===== src/shared/mdh_map.vh =====
// register offsets, field positions and timing constants of the modem control register set
// assumes mclk at 200 MHz; included by mdh_regs, the host model and the bench
`ifndef MDH_MAP_VH
`define MDH_MAP_VH
// -----------------------------------------------------------------
// register byte offsets
// -----------------------------------------------------------------
`define MDH_OFF_CONFIG 4'h0
`define MDH_OFF_DIAL 4'h4
`define MDH_OFF_HANDSHAKE 4'h8
`define MDH_OFF_STATUS 4'hC
// test register lives in a second word bank
`define MDH_OFF_TEST 5'h10
`define MDH_ADDR_W 5
// -----------------------------------------------------------------
// field positions
// -----------------------------------------------------------------
`define MDH_CFG_STD 1
`define MDH_CFG_GUARD_SEL 6
`define MDH_DIAL_TONE_EN 4
`define MDH_DIAL_CPT_EN 5
`define MDH_DIAL_MUTE 6
`define MDH_DIAL_HOOK 7
`define MDH_HC_TX_EN 0
`define MDH_HC_SCR_EN 1
`define MDH_HC_GUARD_EN 2
`define MDH_HC_ANS_EN 3
`define MDH_HC_MON_EN 4
`define MDH_HC_AUX_EN 5
`define MDH_HC_ORIG 6
`define MDH_HC_DOT_EN 7
`define MDH_TM_PWR_UP 0
`define MDH_TM_ALOOP 1
`define MDH_TM_DLOOP 2
`define MDH_RST_BYTE 8'h00
// -----------------------------------------------------------------
// timing: persistence counts in mclk cycles at 200 MHz
// -----------------------------------------------------------------
// 160 ms
`define MDH_CYC_SHORT 26'h1E84800
// 267 ms
`define MDH_CYC_LONG 26'h32ED1C0
// carrier on and off persistence
`define MDH_CYC_CARRIER 26'h0000100
`define MDH_CNT_W 26
// axi answers
`define MDH_RESP_OKAY 2'h0
`define MDH_RESP_SLVERR 2'h2
`endif


===== src/rtl/mdh_persist.v =====
// persistence timer: flags a condition held without break for a set number of cycles
// assumes one clock, synchronous active-high reset
`timescale 1ns/100ps
module mdh_persist #(
	parameter [25:0] LIMIT = 26'h0000010
) (
	input wire mclk,
	input wire sys_rst,
	input wire cond,
	output reg hit
);
	reg [25:0] cnt_q;
	always @(posedge mclk)
	begin
		if (sys_rst)
		begin
			cnt_q <= 26'h0000000;
			hit <= 1'b0;
		end
		else if (!cond)
		begin
			cnt_q <= 26'h0000000;
			hit <= 1'b0;
		end
		else if (cnt_q != LIMIT)
		begin
			cnt_q <= cnt_q + 26'h0000001;
			hit <= 1'b0;
		end
		else
			hit <= 1'b1;
	end
endmodule // mdh_persist


===== src/rtl/mdh_regs.v =====
// control and status registers of a low-speed modem: dialing, handshake, test and power
// assumes AXI4-Lite master on mclk, analog/detector front end reporting raw conditions
//
// Operation
// tone enable drives dialer with low digit
// progress detector enable reports tones on carrier
// host clears progress enable after ringback
// mute bit mutes receive buffer amplifier
// hook bit drives hook switch output
// host times pulse dialing via hook
// tx enable, else line held common-mode
// scrambler enable inserts scrambler in path
// guard tone enable, carrier dropped 1dB
// answer tone 2225 or 2100 Hz
// monitor output enable; aux input to line
// originate low-band tx, answer high-band
// dotting pattern needs scrambler also set
// status rising edges raise interrupt
// speed bit, cleared when carrier falls
// answer/low mark over 160ms set bits
// scrambled mark 267ms sets bit 2
// dotting pattern 267ms sets bit 4
// status read clears bits 1..4
// power-up bit zero powers device down
// analog and digital loopback enables
// guard tone select 1800 or 550 Hz
// config selects first standard or second
// carrier flag follows detector thresholds
// control bits clear on reset
`timescale 1ns/100ps
`include "mdh_map.vh"
module mdh_regs (
	input wire mclk,
	input wire sys_rst,
	// axi4-lite slave
	input wire [`MDH_ADDR_W-1:0] s_axi_awaddr,
	input wire s_axi_awvalid,
	output reg s_axi_awready,
	input wire [31:0] s_axi_wdata,
	input wire [3:0] s_axi_wstrb,
	input wire s_axi_wvalid,
	output reg s_axi_wready,
	output reg [1:0] s_axi_bresp,
	output reg s_axi_bvalid,
	input wire s_axi_bready,
	input wire [`MDH_ADDR_W-1:0] s_axi_araddr,
	input wire s_axi_arvalid,
	output reg s_axi_arready,
	output reg [31:0] s_axi_rdata,
	output reg [1:0] s_axi_rresp,
	output reg s_axi_rvalid,
	input wire s_axi_rready,
	// front-end raw conditions
	input wire sig_above_thresh,
	input wire rx_speed_300,
	input wire handshaking,
	input wire ans_tone_2225_det,
	input wire high_unscr_mark_det,
	input wire low_unscr_mark_det,
	input wire scr_mark_det,
	input wire dotting_det,
	input wire modem_stat_irq_en,
	// front-end controls
	output reg tone_gen_en,
	output reg [3:0] dial_digit,
	output reg progress_det_en,
	output reg carrier_present,
	output reg rx_mute,
	output reg hook_switch_out,
	output reg line_tx_en,
	output reg scrambler_en,
	output reg guard_tone_en,
	output reg guard_tone_550,
	output reg carrier_minus_1db,
	output reg answer_tone_en,
	output reg answer_tone_2100,
	output reg audio_monitor_en,
	output reg aux_audio_en,
	output reg originate_answer_select,
	output reg dotting_en,
	output reg analog_out_tristate,
	output reg analog_loop_en,
	output reg digital_loop_en,
	output reg irq_out
);
	// -----------------------------------------------------------------
	// constants and state
	// -----------------------------------------------------------------
	localparam [25:0] CYC_SHORT = `MDH_CYC_SHORT;
	localparam [25:0] CYC_LONG = `MDH_CYC_LONG;
	localparam [25:0] CYC_CARRIER = `MDH_CYC_CARRIER;
	localparam [1:0] ST_IDLE = 2'h0;
	localparam [1:0] ST_RESP = 2'h1;
	reg [7:0] config_q;
	reg [7:0] dial_q;
	reg [7:0] hsc_q;
	reg [7:0] test_q;
	reg [4:0] stat_q;
	reg [4:0] stat_prev_q;
	reg carrier_prev_q;
	reg [1:0] wst_q;
	reg [1:0] rst_st_q;
	reg aw_have_q;
	reg w_have_q;
	reg [`MDH_ADDR_W-1:0] awaddr_q;
	reg [7:0] wbyte_q;
	reg wlane_q;
	wire carrier_on_hit;
	wire carrier_off_hit;
	wire ans_hit;
	wire low_hit;
	wire scr_hit;
	wire dot_hit;
	wire [4:0] stat_set;
	wire stat_read;
	wire powered;
	wire v22;
	// -----------------------------------------------------------------
	// helpers
	// -----------------------------------------------------------------
	function known_addr;
		input [`MDH_ADDR_W-1:0] a;
		begin
			known_addr = (a == {1'b0, `MDH_OFF_CONFIG}) || (a == {1'b0, `MDH_OFF_DIAL})
				|| (a == {1'b0, `MDH_OFF_HANDSHAKE}) || (a == {1'b0, `MDH_OFF_STATUS})
				|| (a == `MDH_OFF_TEST);
		end
	endfunction
	// -----------------------------------------------------------------
	// detector persistence
	// -----------------------------------------------------------------
	mdh_persist #(.LIMIT(CYC_CARRIER)) u_carrier_on (.mclk(mclk), .sys_rst(sys_rst),
		.cond(sig_above_thresh), .hit(carrier_on_hit));
	mdh_persist #(.LIMIT(CYC_CARRIER)) u_carrier_off (.mclk(mclk), .sys_rst(sys_rst),
		.cond(!sig_above_thresh), .hit(carrier_off_hit));
	mdh_persist #(.LIMIT(CYC_SHORT)) u_ans (.mclk(mclk), .sys_rst(sys_rst),
		.cond(handshaking && (ans_tone_2225_det || high_unscr_mark_det)), .hit(ans_hit));
	mdh_persist #(.LIMIT(CYC_SHORT)) u_low (.mclk(mclk), .sys_rst(sys_rst),
		.cond(low_unscr_mark_det), .hit(low_hit));
	mdh_persist #(.LIMIT(CYC_LONG)) u_scr (.mclk(mclk), .sys_rst(sys_rst),
		.cond(scr_mark_det), .hit(scr_hit));
	mdh_persist #(.LIMIT(CYC_LONG)) u_dot (.mclk(mclk), .sys_rst(sys_rst),
		.cond(dotting_det), .hit(dot_hit));
	assign powered = test_q[`MDH_TM_PWR_UP];
	assign v22 = config_q[`MDH_CFG_STD];
	assign stat_set = {dot_hit, low_hit, scr_hit, ans_hit, 1'b0};
	assign stat_read = s_axi_arvalid && s_axi_arready && (s_axi_araddr == {1'b0, `MDH_OFF_STATUS});
	// -----------------------------------------------------------------
	// write channel
	// -----------------------------------------------------------------
	always @(posedge mclk)
	begin
		if (sys_rst)
		begin
			config_q <= `MDH_RST_BYTE;
			dial_q <= `MDH_RST_BYTE;
			hsc_q <= `MDH_RST_BYTE;
			test_q <= `MDH_RST_BYTE;
			wst_q <= ST_IDLE;
			aw_have_q <= 1'b0;
			w_have_q <= 1'b0;
			awaddr_q <= {`MDH_ADDR_W{1'b0}};
			wbyte_q <= 8'h00;
			wlane_q <= 1'b0;
			s_axi_awready <= 1'b0;
			s_axi_wready <= 1'b0;
			s_axi_bvalid <= 1'b0;
			s_axi_bresp <= `MDH_RESP_OKAY;
		end
		else
		begin
			case (wst_q)
				ST_IDLE:
				begin
					s_axi_awready <= !aw_have_q && !(s_axi_awvalid && s_axi_awready);
					s_axi_wready <= !w_have_q && !(s_axi_wvalid && s_axi_wready);
					if (s_axi_awvalid && s_axi_awready)
					begin
						aw_have_q <= 1'b1;
						awaddr_q <= s_axi_awaddr;
					end
					if (s_axi_wvalid && s_axi_wready)
					begin
						w_have_q <= 1'b1;
						wbyte_q <= s_axi_wdata[7:0];
						wlane_q <= s_axi_wstrb[0];
					end
					if (aw_have_q && w_have_q)
					begin
						s_axi_awready <= 1'b0;
						s_axi_wready <= 1'b0;
						aw_have_q <= 1'b0;
						w_have_q <= 1'b0;
						s_axi_bvalid <= 1'b1;
						s_axi_bresp <= known_addr(awaddr_q) ? `MDH_RESP_OKAY : `MDH_RESP_SLVERR;
						wst_q <= ST_RESP;
						if (wlane_q)
						begin
							if (awaddr_q == {1'b0, `MDH_OFF_CONFIG})
								config_q <= wbyte_q;
							if (awaddr_q == {1'b0, `MDH_OFF_DIAL})
								dial_q <= wbyte_q;
							if (awaddr_q == {1'b0, `MDH_OFF_HANDSHAKE})
								hsc_q <= wbyte_q;
							if (awaddr_q == `MDH_OFF_TEST)
								test_q <= {5'h00, wbyte_q[2:0]};
						end
					end
				end
				ST_RESP:
				begin
					if (s_axi_bready)
					begin
						s_axi_bvalid <= 1'b0;
						wst_q <= ST_IDLE;
					end
				end
				default:
					wst_q <= ST_IDLE;
			endcase
		end
	end
	// -----------------------------------------------------------------
	// read channel, status capture and interrupt
	// -----------------------------------------------------------------
	always @(posedge mclk)
	begin
		if (sys_rst)
		begin
			rst_st_q <= ST_IDLE;
			s_axi_arready <= 1'b0;
			s_axi_rvalid <= 1'b0;
			s_axi_rdata <= 32'h00000000;
			s_axi_rresp <= `MDH_RESP_OKAY;
			stat_q <= 5'h00;
			stat_prev_q <= 5'h00;
			carrier_present <= 1'b0;
			carrier_prev_q <= 1'b0;
			irq_out <= 1'b0;
		end
		else
		begin
			stat_prev_q <= stat_q;
			carrier_prev_q <= carrier_present;
			if (carrier_on_hit)
				carrier_present <= 1'b1;
			else if (carrier_off_hit)
				carrier_present <= 1'b0;
			// set wins over read clear
			stat_q[4:1] <= (stat_read ? 4'h0 : stat_q[4:1]) | stat_set[4:1];
			if (carrier_prev_q && !carrier_present)
				stat_q[0] <= 1'b0;
			else if (!v22 && !hsc_q[`MDH_HC_ORIG] && carrier_present)
				stat_q[0] <= rx_speed_300;
			if (modem_stat_irq_en && |(stat_q & ~stat_prev_q))
				irq_out <= 1'b1;
			else if (stat_read)
				irq_out <= 1'b0;
			case (rst_st_q)
				ST_IDLE:
				begin
					s_axi_arready <= !(s_axi_arvalid && s_axi_arready);
					if (s_axi_arvalid && s_axi_arready)
					begin
						s_axi_arready <= 1'b0;
						s_axi_rvalid <= 1'b1;
						s_axi_rresp <= known_addr(s_axi_araddr) ? `MDH_RESP_OKAY : `MDH_RESP_SLVERR;
						case (s_axi_araddr)
							{1'b0, `MDH_OFF_CONFIG}: s_axi_rdata <= {24'h000000, config_q};
							{1'b0, `MDH_OFF_DIAL}: s_axi_rdata <= {24'h000000, dial_q};
							// handshake control is write only
							{1'b0, `MDH_OFF_STATUS}: s_axi_rdata <= {27'h0000000, stat_q};
							`MDH_OFF_TEST: s_axi_rdata <= {24'h000000, test_q};
							default: s_axi_rdata <= 32'h00000000;
						endcase
						rst_st_q <= ST_RESP;
					end
				end
				ST_RESP:
				begin
					if (s_axi_rready)
					begin
						s_axi_rvalid <= 1'b0;
						rst_st_q <= ST_IDLE;
					end
				end
				default:
					rst_st_q <= ST_IDLE;
			endcase
		end
	end
	// -----------------------------------------------------------------
	// front-end controls
	// -----------------------------------------------------------------
	always @(posedge mclk)
	begin
		if (sys_rst)
		begin
			tone_gen_en <= 1'b0;
			dial_digit <= 4'h0;
			progress_det_en <= 1'b0;
			rx_mute <= 1'b0;
			hook_switch_out <= 1'b0;
			line_tx_en <= 1'b0;
			scrambler_en <= 1'b0;
			guard_tone_en <= 1'b0;
			guard_tone_550 <= 1'b0;
			carrier_minus_1db <= 1'b0;
			answer_tone_en <= 1'b0;
			answer_tone_2100 <= 1'b0;
			audio_monitor_en <= 1'b0;
			aux_audio_en <= 1'b0;
			originate_answer_select <= 1'b0;
			dotting_en <= 1'b0;
			analog_out_tristate <= 1'b1;
			analog_loop_en <= 1'b0;
			digital_loop_en <= 1'b0;
		end
		else
		begin
			tone_gen_en <= powered && dial_q[`MDH_DIAL_TONE_EN];
			dial_digit <= dial_q[3:0];
			progress_det_en <= dial_q[`MDH_DIAL_CPT_EN];
			rx_mute <= dial_q[`MDH_DIAL_MUTE];
			hook_switch_out <= powered && dial_q[`MDH_DIAL_HOOK];
			line_tx_en <= powered && hsc_q[`MDH_HC_TX_EN];
			scrambler_en <= hsc_q[`MDH_HC_SCR_EN];
			guard_tone_en <= v22 && hsc_q[`MDH_HC_GUARD_EN];
			guard_tone_550 <= config_q[`MDH_CFG_GUARD_SEL];
			carrier_minus_1db <= v22 && hsc_q[`MDH_HC_GUARD_EN];
			answer_tone_en <= hsc_q[`MDH_HC_ANS_EN];
			answer_tone_2100 <= v22;
			audio_monitor_en <= powered && hsc_q[`MDH_HC_MON_EN];
			aux_audio_en <= hsc_q[`MDH_HC_AUX_EN];
			originate_answer_select <= hsc_q[`MDH_HC_ORIG];
			dotting_en <= hsc_q[`MDH_HC_DOT_EN] && hsc_q[`MDH_HC_SCR_EN];
			analog_out_tristate <= !powered;
			analog_loop_en <= test_q[`MDH_TM_ALOOP];
			digital_loop_en <= test_q[`MDH_TM_DLOOP];
		end
	end
endmodule // mdh_regs


===== config.mk =====
export PLATFORM = sky130hd
export DESIGN_NAME = mdh_regs
export DESIGN_NICKNAME = d
export VERILOG_FILES = /design/src/rtl/mdh_persist.v /design/src/rtl/mdh_regs.v
export VERILOG_INCLUDE_DIRS = /design/src /design/src/shared
export SDC_FILE = /design/constraint.sdc
export NUM_CORES = 1
export LEC_CHECK = 0
export ABC_AREA = 1
export ABC_CLOCK_PERIOD_IN_PS = 1950
export BUFFER_PORTS_ARGS = -buffer_cell sky130_fd_sc_hd__buf_4
export CORE_MARGIN = 10
export CORE_UTILIZATION = 39
export CTS_CLUSTER_SIZE = 12
export DETAILED_ROUTE_END_ITERATION = 10
export SLEW_MARGIN = 20
export SYNTH_ARGS = -nofsm -noshare
export SYNTH_HDL_FRONTEND = slang
export SYNTH_SLANG_ARGS = --single-unit

===== constraint.sdc =====
create_clock -name mclk -period 1.95 [get_ports mclk]
set_input_delay 0.585 -clock mclk [delete_from_list [all_inputs] [get_ports mclk]]
set_output_delay 0.585 -clock mclk [all_outputs]
set_load 0.01 [all_outputs]

# Word-level counts from Yosys, hierarchy flattened
# Index checks and enable logic that the tools add are counted.
[totals]
elab_cells = 190
reg_bits = 284
[classes]
n_eq_ne = 20
n_addsub = 6
bitwise_logic = 8
mux = 33
reduce_logical = 68
[ops]
columns = ["operator", "count"]
rows = [
  ["26-bit by 1-bit adder with 26-bit output, second input constant", 6],
  ["26-bit by 25-bit != test with 1-bit output, second input constant", 2],
  ["26-bit != test, second input constant", 2],
  ["26-bit by 9-bit != test with 1-bit output, second input constant", 2],
  ["8-bit one-hot mux with 4 select lines", 1],
  ["1-bit 2-to-1 mux", 21],
  ["5-bit by 4-bit == test with 1-bit output, second input constant", 4],
  ["1-bit logical AND", 18],
  ["2-bit AND reduction", 8],
  ["4-bit AND reduction", 4],
  ["2-bit OR reduction", 7],
  ["2-bit 2-to-1 mux", 6],
  ["2-bit nonzero test", 6],
  ["5-bit by 3-bit == test with 1-bit output, second input constant", 2],
  ["5-bit == test, second input constant", 2],
  ["5-bit zero test", 2],
  ["1-bit zero test", 9],
  ["1-bit logical OR", 9],
  ["2-bit != test, second input constant", 4],
  ["2-bit one-hot mux with 2 select lines", 2],
  ["3-bit AND reduction", 2],
  ["5-bit bitwise AND", 1],
  ["1-bit inverter", 5],
  ["5-bit inverter", 1],
  ["other kinds (6)", 9],
]

# Depth between registers and ports, before layout
# Gate-level depths: netlist of run 1.
[logic_depth]
ltp_word = 6
ltp_mapped = 9

# Modules after synthesis
# A second synthesis of run 1 with hierarchy kept.
[unflattened]
cells_unflattened = 2020
area_unflattened_um2 = 13108.8
[by_module_without_submodules]
columns = ["module", "cells_each", "area_per_inst_um2", "n_inst"]
rows = [
  ["mdh_regs", 493, 3773.6, 1],
  ["mdh_persist at u_ans ...", 262, 1570.3, 2],
  ["mdh_persist at u_carrier_off ...", 243, 1473.9, 2],
  ["mdh_persist at u_dot", 268, 1647.8, 1],
  ["mdh_persist at u_scr", 249, 1599.0, 1],
]

# Worst setup path after synthesis of run 1
# OpenSTA, ideal clock, no wires.
[synth_path]
kind = "input to register"
from = "input s_axi_araddr[1]"
to = "register s_axi_rdata[0]"
required_ns = 1.892
n_path_buf = 0
setup_ns = 0.058
t_arrival_ns = 1.384
cell_stages = 7
slack_ns = 0.508
cell_sequence = "nor2_4 nand2_1 nor2_1 inv_1 a21oi_4 o21ai_0 nand2_1"
[synth_between]
elab_chain_cells = 2
word_cells_on_any_way = 5
classes_between = "eq/ne: 3; mux: 1; reduce/logical: 1"
[synth_lines]
columns = ["element", "line", "rtl"]
rows = [
  ["from (decl)", "mdh_regs.v:46", "input wire [`MDH_ADDR_W-1:0] s_axi_araddr,"],
  ["5-bit == test (tied with other cells)", "mdh_regs.v:268", "case (s_axi_araddr)"],
  ["8-bit one-hot mux with 4 select lines (*)", "mdh_regs.v:268", ""],
  ["to (signal assigned)", "mdh_regs.v:269", "{1'b0, `MDH_OFF_CONFIG}: s_axi_rdata <= {24'h000000, config_q};"],
  ["to (signal assigned)", "mdh_regs.v:270", "{1'b0, `MDH_OFF_DIAL}: s_axi_rdata <= {24'h000000, dial_q};"],
  ["to (signal assigned)", "mdh_regs.v:272", "{1'b0, `MDH_OFF_STATUS}: s_axi_rdata <= {27'h0000000, stat_q};"],
  ["to (decl)", "mdh_regs.v:49", "output reg [31:0] s_axi_rdata,"],
]
# Mark *: on every way between the ends. The rest lies on a longest branch, timed or not.
# A chain may end at the register's enable or synchronous reset.

# Final worst setup path of run 1
[layout_path]
from = "register s_axi_bvalid"
to = "output s_axi_bvalid"
[layout_rtl]
columns = ["element", "line", "rtl"]
rows = [
  ["from (decl)", "mdh_regs.v:44", "output reg s_axi_bvalid,"],
  ["from (signal assigned)", "mdh_regs.v:167", "s_axi_bvalid <= 1'b0;"],
  ["from (signal assigned)", "mdh_regs.v:194", "s_axi_bvalid <= 1'b1;"],
  ["from (signal assigned)", "mdh_regs.v:214", "s_axi_bvalid <= 1'b0;"],
]
# No word-level cell between the ends.

==> run metrics, run 1 <==
Post-CTS Hold Buffers=0; First-pass DRT Iterations=5; CP Launch Type=flop; routing usage on met2=0.2696; Final Skew=0.01598 ns; DR vias=12500; GRT busiest layer=met2; Fmax=540.1 MHz; DR iter-0 viols=731; YS warnings=0; period utilization=0.9495; die area=41050 µm²; Wirelength per Cell=13.03 µm; vias in the first global route=11460; status=finished clean; Mapped Cells=2037; arrival time worst endpoint=1.27 ns; setup slack at placement=0.07573 ns; FILL cells=3470; critical path type=reg2out; FP Rows=66; post-cts sizing count=0; ANT cells=0; met3 GRT Util=0.02181; initial core utilization=0.3977; HPWL Detailed=25960 µm; CP delay by family, top=flip-flops; worst r2r path cells=5; Final Worst Setup Slack=0.09842 ns; Bufs on Longest Clock Path=3; Port Buffers=73; register area share after synthesis=0.3910; class of the worst hold path=in2reg; P_leak=5.472 nW; Top FF cell, synth=dfxtp_1; Max Cap Viol=0; Num CTS Buffers=29; core area=32700 µm²; worst slew pin tran=0.5925 ns; Final Max Slew Viols=0; Post-CTS Setup Inserts=0; Layout area overhead=15.07%; GR Util met1=0.2112; Critical Path Sink Type=output port; maximum vdd drop=0.8313 mV; Slew HR=0.6046; #FFs+latches synth=254; ys async rst share=0; first-pass GRT wire length=56210 µm; initial antenna violation count=1; Worst EP required=1.36 ns; Slowest-stage cell, CP=dfxtp_1; Levels on crit path=1; Synth cell types=42; largest net degree at the start of global routing=37; Root Driver=clkbuf_16; CTS tree=done; Post-Synthesis Cell Area=13010 µm²; GP Congestion=0.8853; Mapped Avg Cell Area=6.385 µm²; final hold vios=0; number of flops mapped to enable cells by yosys=0; Via-to-Cell Ratio=4.817; final routed DRC violation total=0; Sink Count=254; Crit path largest cell delay=0.51 ns; setup TNS=0 ns; crit path buf inv count=1; worst path cell trace=buf_4; CTS H-tree lvls=1; total grt overflow=0; die height=202.6 µm; RSZ-0062 raised after global routing=false; Clock transition at path regs=0.06 ns; # IOs=127; min cycle time layout=1.852 ns; GRT Overall Usage=0.1600; layout cells sized above 1=0.08960; ANT nets after route=0; Critical Path Fanout Max=9; clk_lat worst skew=0.57 ns; PwrDens=742.5 nW/µm²; Die X=202.6 µm; Setup Viol. Count Final=0; Post-Route WL=33840 µm; WHS Path Cells=4; # nets final=2205
## where the power goes
group | total, mW | switching [mW] | internal (mW)
Combinational | 0.491 | 0.323 | 0.168
Clock | 5.34 | 2.20 | 3.14
Sequential | 5.28 | 0.0389 | 5.24
## kinds of logic (layout without fill, tap and decap cells)
family,after synthesis,in the layout,share of synthesized area
fa+ha+maj,12,12,0.01154
buf+inv,277,369,0.09033
xor+xnor,17,17,0.01145
flops,254,254,0.3910
compound gates,239,239,0.09524
simple gates,1237,1237,0.4002
other cells,1,26,0.0002883
## final cells by class
cell class,count,area (µm²),share of cell area
well taps,442,553.0,0.03695
repair buffers,95,713.2,0.04765
inverters,220,825.8,0.05517
clock buffers,42,844.6,0.05643
clock inverters,12,105.1,0.007022
multi-input cells,1531,6840,0.4570
flip-flops and latches,254,5085,0.3397
## synthesized netlist by cell type, types with 2 or more instances
master / number / area (µm²)
o21ai_0: 88 / 440.4
nand3_2: 7 / 70.07
buf_2: 15 / 75.07
or2_2: 5 / 31.28
nand2_1: 517 / 1941
and2_1: 2 / 12.51
o21bai_1: 2 / 15.01
ha_1: 12 / 150.1
buf_4: 31 / 232.7
buf_1: 3 / 11.26
o21a_1: 3 / 22.52
nand2_2: 5 / 31.28
xnor2_1: 3 / 26.28
nand4_1: 39 / 244.0
a21oi_1: 137 / 685.7
nor2_2: 15 / 93.84
clkinv_1: 2 / 7.510
nor2_1: 463 / 1738
nand3b_1: 8 / 60.06
xor2_1: 14 / 122.6
nor3_2: 3 / 30.03
nor2_4: 11 / 123.9
inv_1: 217 / 814.5
nor3_1: 23 / 115.1
a22oi_1: 2 / 15.01
clkbuf_1: 8 / 30.03
nand3_1: 134 / 670.6
dfxtp_1: 254 / 5085
## cell usage in the layout, fill, tap and decap left out, types with 26 or more instances in the layout
cell         n
a21oi_1    137
buf_4       95
clkbuf_16   29
conb_1      26
dfxtp_1    254
inv_1      216
nand2_1    517
nand3_1    134
nand4_1     39
nor2_1     463
o21ai_0     88
## per-layer routing
metal / share of wire / vias up
met2: 0.47 / 273
met1: 0.47 / 5597
li1: - / 6590
met4: 0.021 / 0
met3: 0.044 / 44
met5: 0 / -
## worst paths after layout
check | from | to | slack (ns)
min | s_axi_bready | s_axi_bvalid$_SDFFE_PP0P_ | 0.27
max reg2reg | u_ans.cnt_q[1]$_SDFFE_PP0N_ | u_ans.cnt_q[14]$_SDFFE_PP0N_ | 0.23
min reg2reg | u_carrier_off.hit$_SDFF_PP0_ | carrier_present$_SDFFE_PP0P_ | 0.41
max | s_axi_bvalid$_SDFFE_PP0P_ | s_axi_bvalid | 0.1
## stage by stage
stage               utilization  cells  cell area, µm²  total power, mW  hold WS, ns
floorplan                     -   2062           13100            5.717       0.3956
global placement         0.4286   2542           14020            5.875       0.4108
detailed placement       0.4286   2542           14020            5.884       0.4148
CTS                      0.4577   2596           14970            11.28       0.2456
global route             0.4577   2596           14970            11.52       0.2862
finish                   0.4577   2596           14970            11.11       0.2690
## flip-flops by register name, summed over array words and instances (netlist names), 3 cells and up
register             flops
awaddr_q                 5
config_q                 8
dial_digit               4
dial_q                   8
hsc_q                    8
s_axi_rdata              8
stat_prev_q              5
stat_q                   5
test_q                   3
u_ans.cnt_q             26
u_carrier_off.cnt_q     26
u_carrier_on.cnt_q      26
u_dot.cnt_q             26
u_low.cnt_q             26
u_scr.cnt_q             26
wbyte_q                  8
(Power assumes the default switching activity.)
==> run 2, diff against run 1 <==
- SYNTH_HIERARCHICAL: unset -> 1
==> run 2 against run 1 <==
Against the previous run:
- first-iteration DRC count increased by 5.2%
- non-clock buffer count is 5 lower
- core utilization is 0.63 points lower
- cell area grew 0.63%
- combinational power grew 4.3%
- critical path type unchanged
- final cell count is 0.54% lower
- routed wire length down 4.0%
- sequential power about the same
- setup slack better by 0.16 ns
- worst hold slack improved by 0.056 ns
- highest routed layer unchanged
==> run metrics, run 2 <==
Reg power frac=0.470 (was 0.475); Port Buffers=73 (unchanged); Critical Path Fanout Max=3 (was 9); Fmax=590.3 MHz (was 540.1 MHz); arrival time worst endpoint=1.11 ns (was 1.27 ns); P_leak=5.488 nW (was 5.472 nW); final hold vios=0 (unchanged); # IOs=127 (unchanged); worst slew pin tran=0.5047 ns (was 0.5925 ns); Mapped Avg Cell Area=6.490 µm² (was 6.385 µm²); final routed DRC violation total=0 (unchanged); DR iter-0 viols=769 (was 731); GRT Overall Usage=0.1541 (was 0.1600); # nets final=2187 (was 2205); Post-synth top cells=nand2_1, nor2_1, dfxtp_1 (unchanged); First-pass DRT Iterations=5 (unchanged); CTS H-tree lvls=1 (unchanged); Mapped Cells=2020 (was 2037); most frequent cells in the layout=nand2_1, nor2_1, dfxtp_1 (unchanged); worst path cell trace=buf_4 (unchanged); register area share after synthesis=0.3879 (was 0.3910); FILL cells=3544 (was 3470); Post-Synth XOR/XNOR Area=0.008686 (was 0.01145); critical path type=reg2out (unchanged); status=finished clean (unchanged); GP Congestion=0.9049 (was 0.8853); Clock transition at path regs=0.05 ns (was 0.06 ns); Adder-Cell Fraction of Synth Area=0.01145 (was 0.01154); FP Rows=67 (was 66); crit path buf inv count=1 (unchanged); simple-gate share of the synthesized area=0.4012 (was 0.4002); Bufs on Longest Clock Path=3 (unchanged); ANT cells=0 (unchanged); Combinational Power Share=0.046 (was 0.044); post-cts sizing count=0 (unchanged); die height=203.3 µm (was 202.6 µm); layout cells sized above 1=0.1012 (was 0.08960); CP Launch Type=flop (unchanged); most common cell after layout, fill and taps aside=nand2_1 (unchanged); Finished Layout Cells=2582 (was 2596); #FFs+latches synth=254 (unchanged); Clk pwr share=0.485 (was 0.481); number of flops mapped to enable cells by yosys=0 (unchanged); core area=33360 µm² (was 32700 µm²); Yosys top cell by area=dfxtp_1 (unchanged); Internal=8.749 mW (was 8.547 mW); final core occ=0.4514 (was 0.4577); switch share=0.2217 (was 0.2309); first-pass GRT wire length=54820 µm (was 56210 µm); Die X=203.3 µm (was 202.6 µm); Root Driver=clkbuf_16 (unchanged); Layout area overhead=14.89% (was 15.07%); Max Cap Viol=0 (unchanged); clk_lat worst skew=0.53 ns (was 0.57 ns); Final Skew=0.009922 ns (was 0.01598 ns); initial core utilization=0.3929 (was 0.3977); share of Yosys cell area claimed by the top area cell type=0.3879 (was 0.3910); Post-Route WL=32480 µm (was 33840 µm); Post-CTS Hold Buffers=0 (unchanged); Slowest-stage cell, CP=dfxtp_1 (unchanged); Wirelength per Cell=12.58 µm (was 13.03 µm); Post-CTS Setup Inserts=0 (unchanged); largest net degree at the start of global routing=45 (was 37); total grt overflow=0 (unchanged); compound-gate portion of the synthesized area=0.09573 (was 0.09524); ANT nets after route=0 (unchanged); DR vias=12320 (was 12500); PwrDens=746.4 nW/µm² (was 742.5 nW/µm²); Worst EP required=1.36 ns (about the same); count leader, synth=nand2_1 (unchanged); class of the worst hold path=in2reg (unchanged); Slew HR=0.6623 (was 0.6046); Top FF cell, synth=dfxtp_1 (unchanged); ys async rst share=0 (unchanged); setup TNS=0 ns (unchanged); CTS tree=done (unchanged); maximum vdd drop=0.7586 mV (was 0.8313 mV); Crit path largest cell delay=0.42 ns (was 0.51 ns); switching power=2.492 mW (was 2.566 mW); Critical Path Sink Type=output port (unchanged); Sink Count=254 (unchanged); RSZ-0062 raised after global routing=false (unchanged); vias in the first global route=11500 (was 11460); top cells by area, synth=dfxtp_1, nand2_1, nor2_1 (unchanged); mux cell area share after synthesis=0 (unchanged); die area=41350 µm² (was 41050 µm²); main combinational cell family by area after synthesis=simple AND/OR/NAND/NOR gates (unchanged); HPWL Detailed=24650 µm (was 25960 µm); Final Max Slew Viols=0 (unchanged); min cycle time layout=1.694 ns (was 1.852 ns); CP delay by family, top=flip-flops (unchanged); initial antenna violation count=0 (was 1); period utilization=0.8687 (was 0.9495); Num CTS Buffers=29 (unchanged); YS warnings=6 (was 0); Setup Viol. Count Final=0 (unchanged); Via-to-Cell Ratio=4.773 (was 4.817); dpl cells=2530 (was 2542); Post-Synthesis Cell Area=13110 µm² (was 13010 µm²); Synth cell types=37 (was 42)
[run 2: cell count changes after synthesis, sizes merged, moves of 5 or more]
cell,previous run,this run
nand4,39,29
nor2,489,472
nand2,522,531
clkinv,2,7
inv,218,229
nor3,26,19
[run 2: worst paths after layout]
path,endpoint,cells after the start,slack (ns),start
worst max-delay path,s_axi_awready,1,0.26,s_axi_awready$_SDFFE_PP0N_
worst min-delay path,awaddr_q[1]$_SDFFE_PP0P_,3,0.33,s_axi_awaddr[1]
worst max register to register,u_carrier_on/cnt_q[20]$_SDFFE_PP0P_,8,0.35,u_carrier_on/cnt_q[1]$_SDFFE_PP0P_
worst min register to register,carrier_present$_SDFFE_PP0P_,1,0.41,u_carrier_off/hit$_SDFF_PP0_
[run 2: routing by layer]
layer  vias to the layer above  GRT usage  part of all wire
met5                         -          0                 0
met4                         0    0.03357             0.014
met3                        34    0.02285             0.048
met2                       246     0.2651              0.46
met1                      5547     0.1997              0.47
li1                       6497          -                 -
[run 2: worst min-delay path: stages]
cell and delay (ns):
buf_4 0.07, o21ai_0 0.07, nor2_1 0.08
[run 2: logic make-up (layout without fill, tap and decap cells)]
kind of cell               Yosys count  in the layout
and+or+nand+nor                   1208           1208
buffers and inverters              289            378
DFF                                254            254
AOI/OAI and AO/OA                  243            243
xor gates and xnor gates            13             13
adders and majority gates           12             12
other                                1             26
[run 2: layout make-up]
| class | count | area [µm²] | share of cell area |
|---|---|---|---|
| tap | 448 | 560.5 | 0.03722 |
| clock inverter | 12 | 137.6 | 0.009138 |
| sequential | 254 | 5085 | 0.3376 |
| multi-input combinational | 1502 | 6875 | 0.4565 |
| timing repair buffer | 90 | 688.2 | 0.04569 |
| inverter | 236 | 887.1 | 0.05890 |
| clock buffer | 40 | 827.0 | 0.05491 |
[run 2: through the flow]
stage	cell area [µm²]	power (mW)	hold WS, ns	worst slack (ns)
finish	15060	11.24	0.3253	0.2560
detailed placement	14100	5.906	0.4060	0.1325
global placement	14100	5.900	0.4052	0.1595
floorplan	13200	5.744	0.3956	0.5218
global route	15060	11.71	0.3176	0.1874
CTS	15060	11.41	0.3149	0.2062
[run 2: power groups by stage]
stage	Clock (mW)	Sequential, mW	Combinational [mW]
final	5.45	5.28	0.512
after global routing	5.86	5.28	0.576
after CTS	5.62	5.28	0.515
after detailed placement	0	5.39	0.513
after global placement	0	5.39	0.507
after floorplan	0	5.39	0.355
==> run 3, diff against run 2 <==
==> constraint.sdc (replaced) <==
create_clock -name mclk -period 1.95 [get_ports mclk]
set_input_delay 0.2925 -clock mclk [delete_from_list [all_inputs] [get_ports mclk]]
set_output_delay 0.2925 -clock mclk [all_outputs]
set_load 0.01 [all_outputs]
==> run 3 against run 2 <==
Against the previous run:
- sequential share of layout area up 0.16 points
- flip-flop and latch count unchanged
- critical path type is now reg2reg
- cell area decreased by 0.47%
- clock skew down 0.0019 ns
- worst hold slack worse by 0.29 ns
- largest cell class unchanged
- non-clock buffer count decreased by 1
- highest routed layer unchanged
==> run metrics, run 3 (synthesized netlist as in run 2, its figures left out) <==
Worst EP required=2.38 ns (was 1.36 ns); setup TNS=0 ns (unchanged); placed inst area=14080 µm² (was 14100 µm²); most frequent cells in the layout=nand2_1, nor2_1, dfxtp_1 (unchanged); cell area after layout=14990 µm² (was 15060 µm²); critical path type=reg2reg (was reg2out); Finished Layout Cells=2577 (was 2582); initial core utilization=0.3929 (unchanged); Reg2Reg Setup Slack=0.42 ns (was 0.35 ns); Hold Crit Endpoint=awaddr_q[1]$_SDFFE_PP0P_ (unchanged); Num CTS Buffers=28 (was 29); HP Start=s_axi_awaddr[1] (unchanged); Final Worst Setup Slack=0.4177 ns (was 0.2560 ns); clk_lat worst skew=0.53 ns (about the same); DR vias=12350 (was 12320); min cycle time layout=1.532 ns (was 1.694 ns); worst slew pin tran=0.6079 ns (was 0.5047 ns); Bufs on Longest Clock Path=3 (unchanged); Setup crit start=u_carrier_on/cnt_q[0]$_SDFFE_PP0P_ (was s_axi_awready$_SDFFE_PP0N_); first-pass GRT wire length=54580 µm (was 54820 µm); maximum vdd drop=0.4195 mV (was 0.7586 mV); Layout area overhead=14.36% (was 14.89%); Reg2Reg Capture Point=u_carrier_on/cnt_q[20]$_SDFFE_PP0P_ (unchanged); Root Driver=clkbuf_16 (unchanged); GRT Overall Usage=0.1527 (was 0.1541); vias in the first global route=11430 (was 11500); layout cells sized above 1=0.09770 (was 0.1012); Setup Viol. Count Final=0 (unchanged); Clock transition at path regs=0.06 ns (was 0.05 ns); Die X=203.3 µm (unchanged); dpl cells=2529 (was 2530); Post-Route WL=32110 µm (was 32480 µm); Critical Path Fanout Max=6 (was 3); beginning of the worst register-to-register path=u_carrier_on/cnt_q[0]$_SDFFE_PP0P_ (was u_carrier_on/cnt_q[1]$_SDFFE_PP0P_); Critical Path Sink Type=flop (was output port); # IOs=127 (unchanged); worst r2r path cells=8 (unchanged); met2 wire len=14660 µm (was 15060 µm); status=finished clean (unchanged); ANT nets after route=0 (unchanged); Port Buffers=73 (unchanged); PwrDens=732.2 nW/µm² (was 746.4 nW/µm²); area of the multi-input gates=6875 µm² (unchanged); Slew HR=0.5936 (was 0.6623); highest routed layer=met4 (unchanged); die area=41350 µm² (unchanged); CTS tree=done (unchanged); FILL cells=3508 (was 3544); post-cts sizing count=0 (unchanged); class of the worst hold path=in2reg (unchanged); ANT cells=0 (unchanged); Final Max Slew Viols=0 (unchanged); core area=33360 µm² (unchanged); Fmax=652.6 MHz (was 590.3 MHz); Final Skew=0.008048 ns (was 0.009922 ns); final core occ=0.4493 (was 0.4514); Post-Route M1 WL=15440 µm (was 15410 µm); die height=203.3 µm (unchanged); First-pass DRT Iterations=5 (unchanged); period utilization=0.7858 (was 0.8687); most common cell after layout, fill and taps aside=nand2_1 (unchanged); Post-CTS Hold Buffers=0 (unchanged); # nets final=2185 (was 2187); Post-CTS Setup Inserts=0 (unchanged); FP Rows=67 (unchanged); storage element area=5085 µm² (unchanged); Routed met3 length=1440 µm (was 1561 µm); final hold vios=0 (unchanged); arrival time worst endpoint=1.96 ns (was 1.11 ns); setup slack at placement=0.4102 ns (was 0.1325 ns); DR iter-0 viols=728 (was 769); WHS Path Cells=3 (unchanged); GP Congestion=0.8907 (was 0.9049); initial antenna violation count=0 (unchanged); CP Launch Type=flop (unchanged); Sink Count=254 (unchanged); Max Cap Viol=0 (unchanged); HPWL Detailed=24300 µm (was 24650 µm); Via-to-Cell Ratio=4.793 (was 4.773); Wirelength per Cell=12.46 µm (was 12.58 µm); RSZ-0062 raised after global routing=false (unchanged); CTS H-tree lvls=1 (unchanged); final routed DRC violation total=0 (unchanged); largest net degree at the start of global routing=36 (was 45); total grt overflow=0 (unchanged); P_leak=5.449 nW (was 5.488 nW)
## run 3: cell count changes in the layout (fill, tap and decap cells not counted), sizes merged
cell      previous run  this run
buf                 90        89
clkinvlp             1         0
clkbuf              40        46
clkinv              15         8
bufinv               3         1
## run 3: cell type report
class,count,area share
Clock buffer,46,0.05868
Multi-Input combinational cell,1502,0.4586
Clock inverter,2,0.002337
Inverter,236,0.05918
Timing Repair Buffer,89,0.04457
Sequential cell,254,0.3392
Tap cell,448,0.03739
## run 3: through the flow
| step | hold WS, ns | power (mW) |
|---|---|---|
| 3_5_place_dp | 0.4125 | 5.900 |
| 2_1_floorplan | 0.3956 | 5.744 |
| 5_1_grt | 0.04682 | 11.42 |
| 6_report | 0.03246 | 10.98 |
| 4_1_cts | 0.01324 | 11.14 |
| 3_3_place_gp | 0.4025 | 5.893 |
## run 3: layer usage
metal  vias to the layer above  global-route usage
met5                         -                   0
met1                      5580              0.1993
met3                        48             0.02205
met4                         0             0.03704
met2                       230              0.2599
li1                       6493                   -
## run 3: worst max-delay path, stage by stage (launching register included)
cell	delay (ns)
dfxtp_1	0.39
ha_1	0.23
nand2_1	0.12
nor2_4	0.19
nand3_1	0.17
nor2_1	0.18
nand2_1	0.07
nand2_1	0.06
nor2_1	0.04
## run 3: worst max-delay path by stage
| stage | end | slack (ns) |
|---|---|---|
| after floorplan | u_dot/cnt_q[20]$_SDFFE_PP0P_ | 0.64 |
| after global placement | u_carrier_off/cnt_q[20]$_SDFFE_PP0P_ | 0.44 |
| after detailed placement | u_carrier_on/cnt_q[20]$_SDFFE_PP0P_ | 0.41 |
| after CTS | u_carrier_on/cnt_q[20]$_SDFFE_PP0P_ | 0.40 |
| after global routing | u_carrier_on/cnt_q[20]$_SDFFE_PP0P_ | 0.18 |
| final | u_carrier_on/cnt_q[20]$_SDFFE_PP0P_ | 0.42 |
## run 3: report_power, final
| part | internal, mW | switching (mW) | leakage [nW] |
|---|---|---|---|
| combinational | 0.170 | 0.336 | 2.95 |
| sequential | 5.24 | 0.0390 | 2.05 |
| clock | 3.17 | 2.02 | 0.450 |
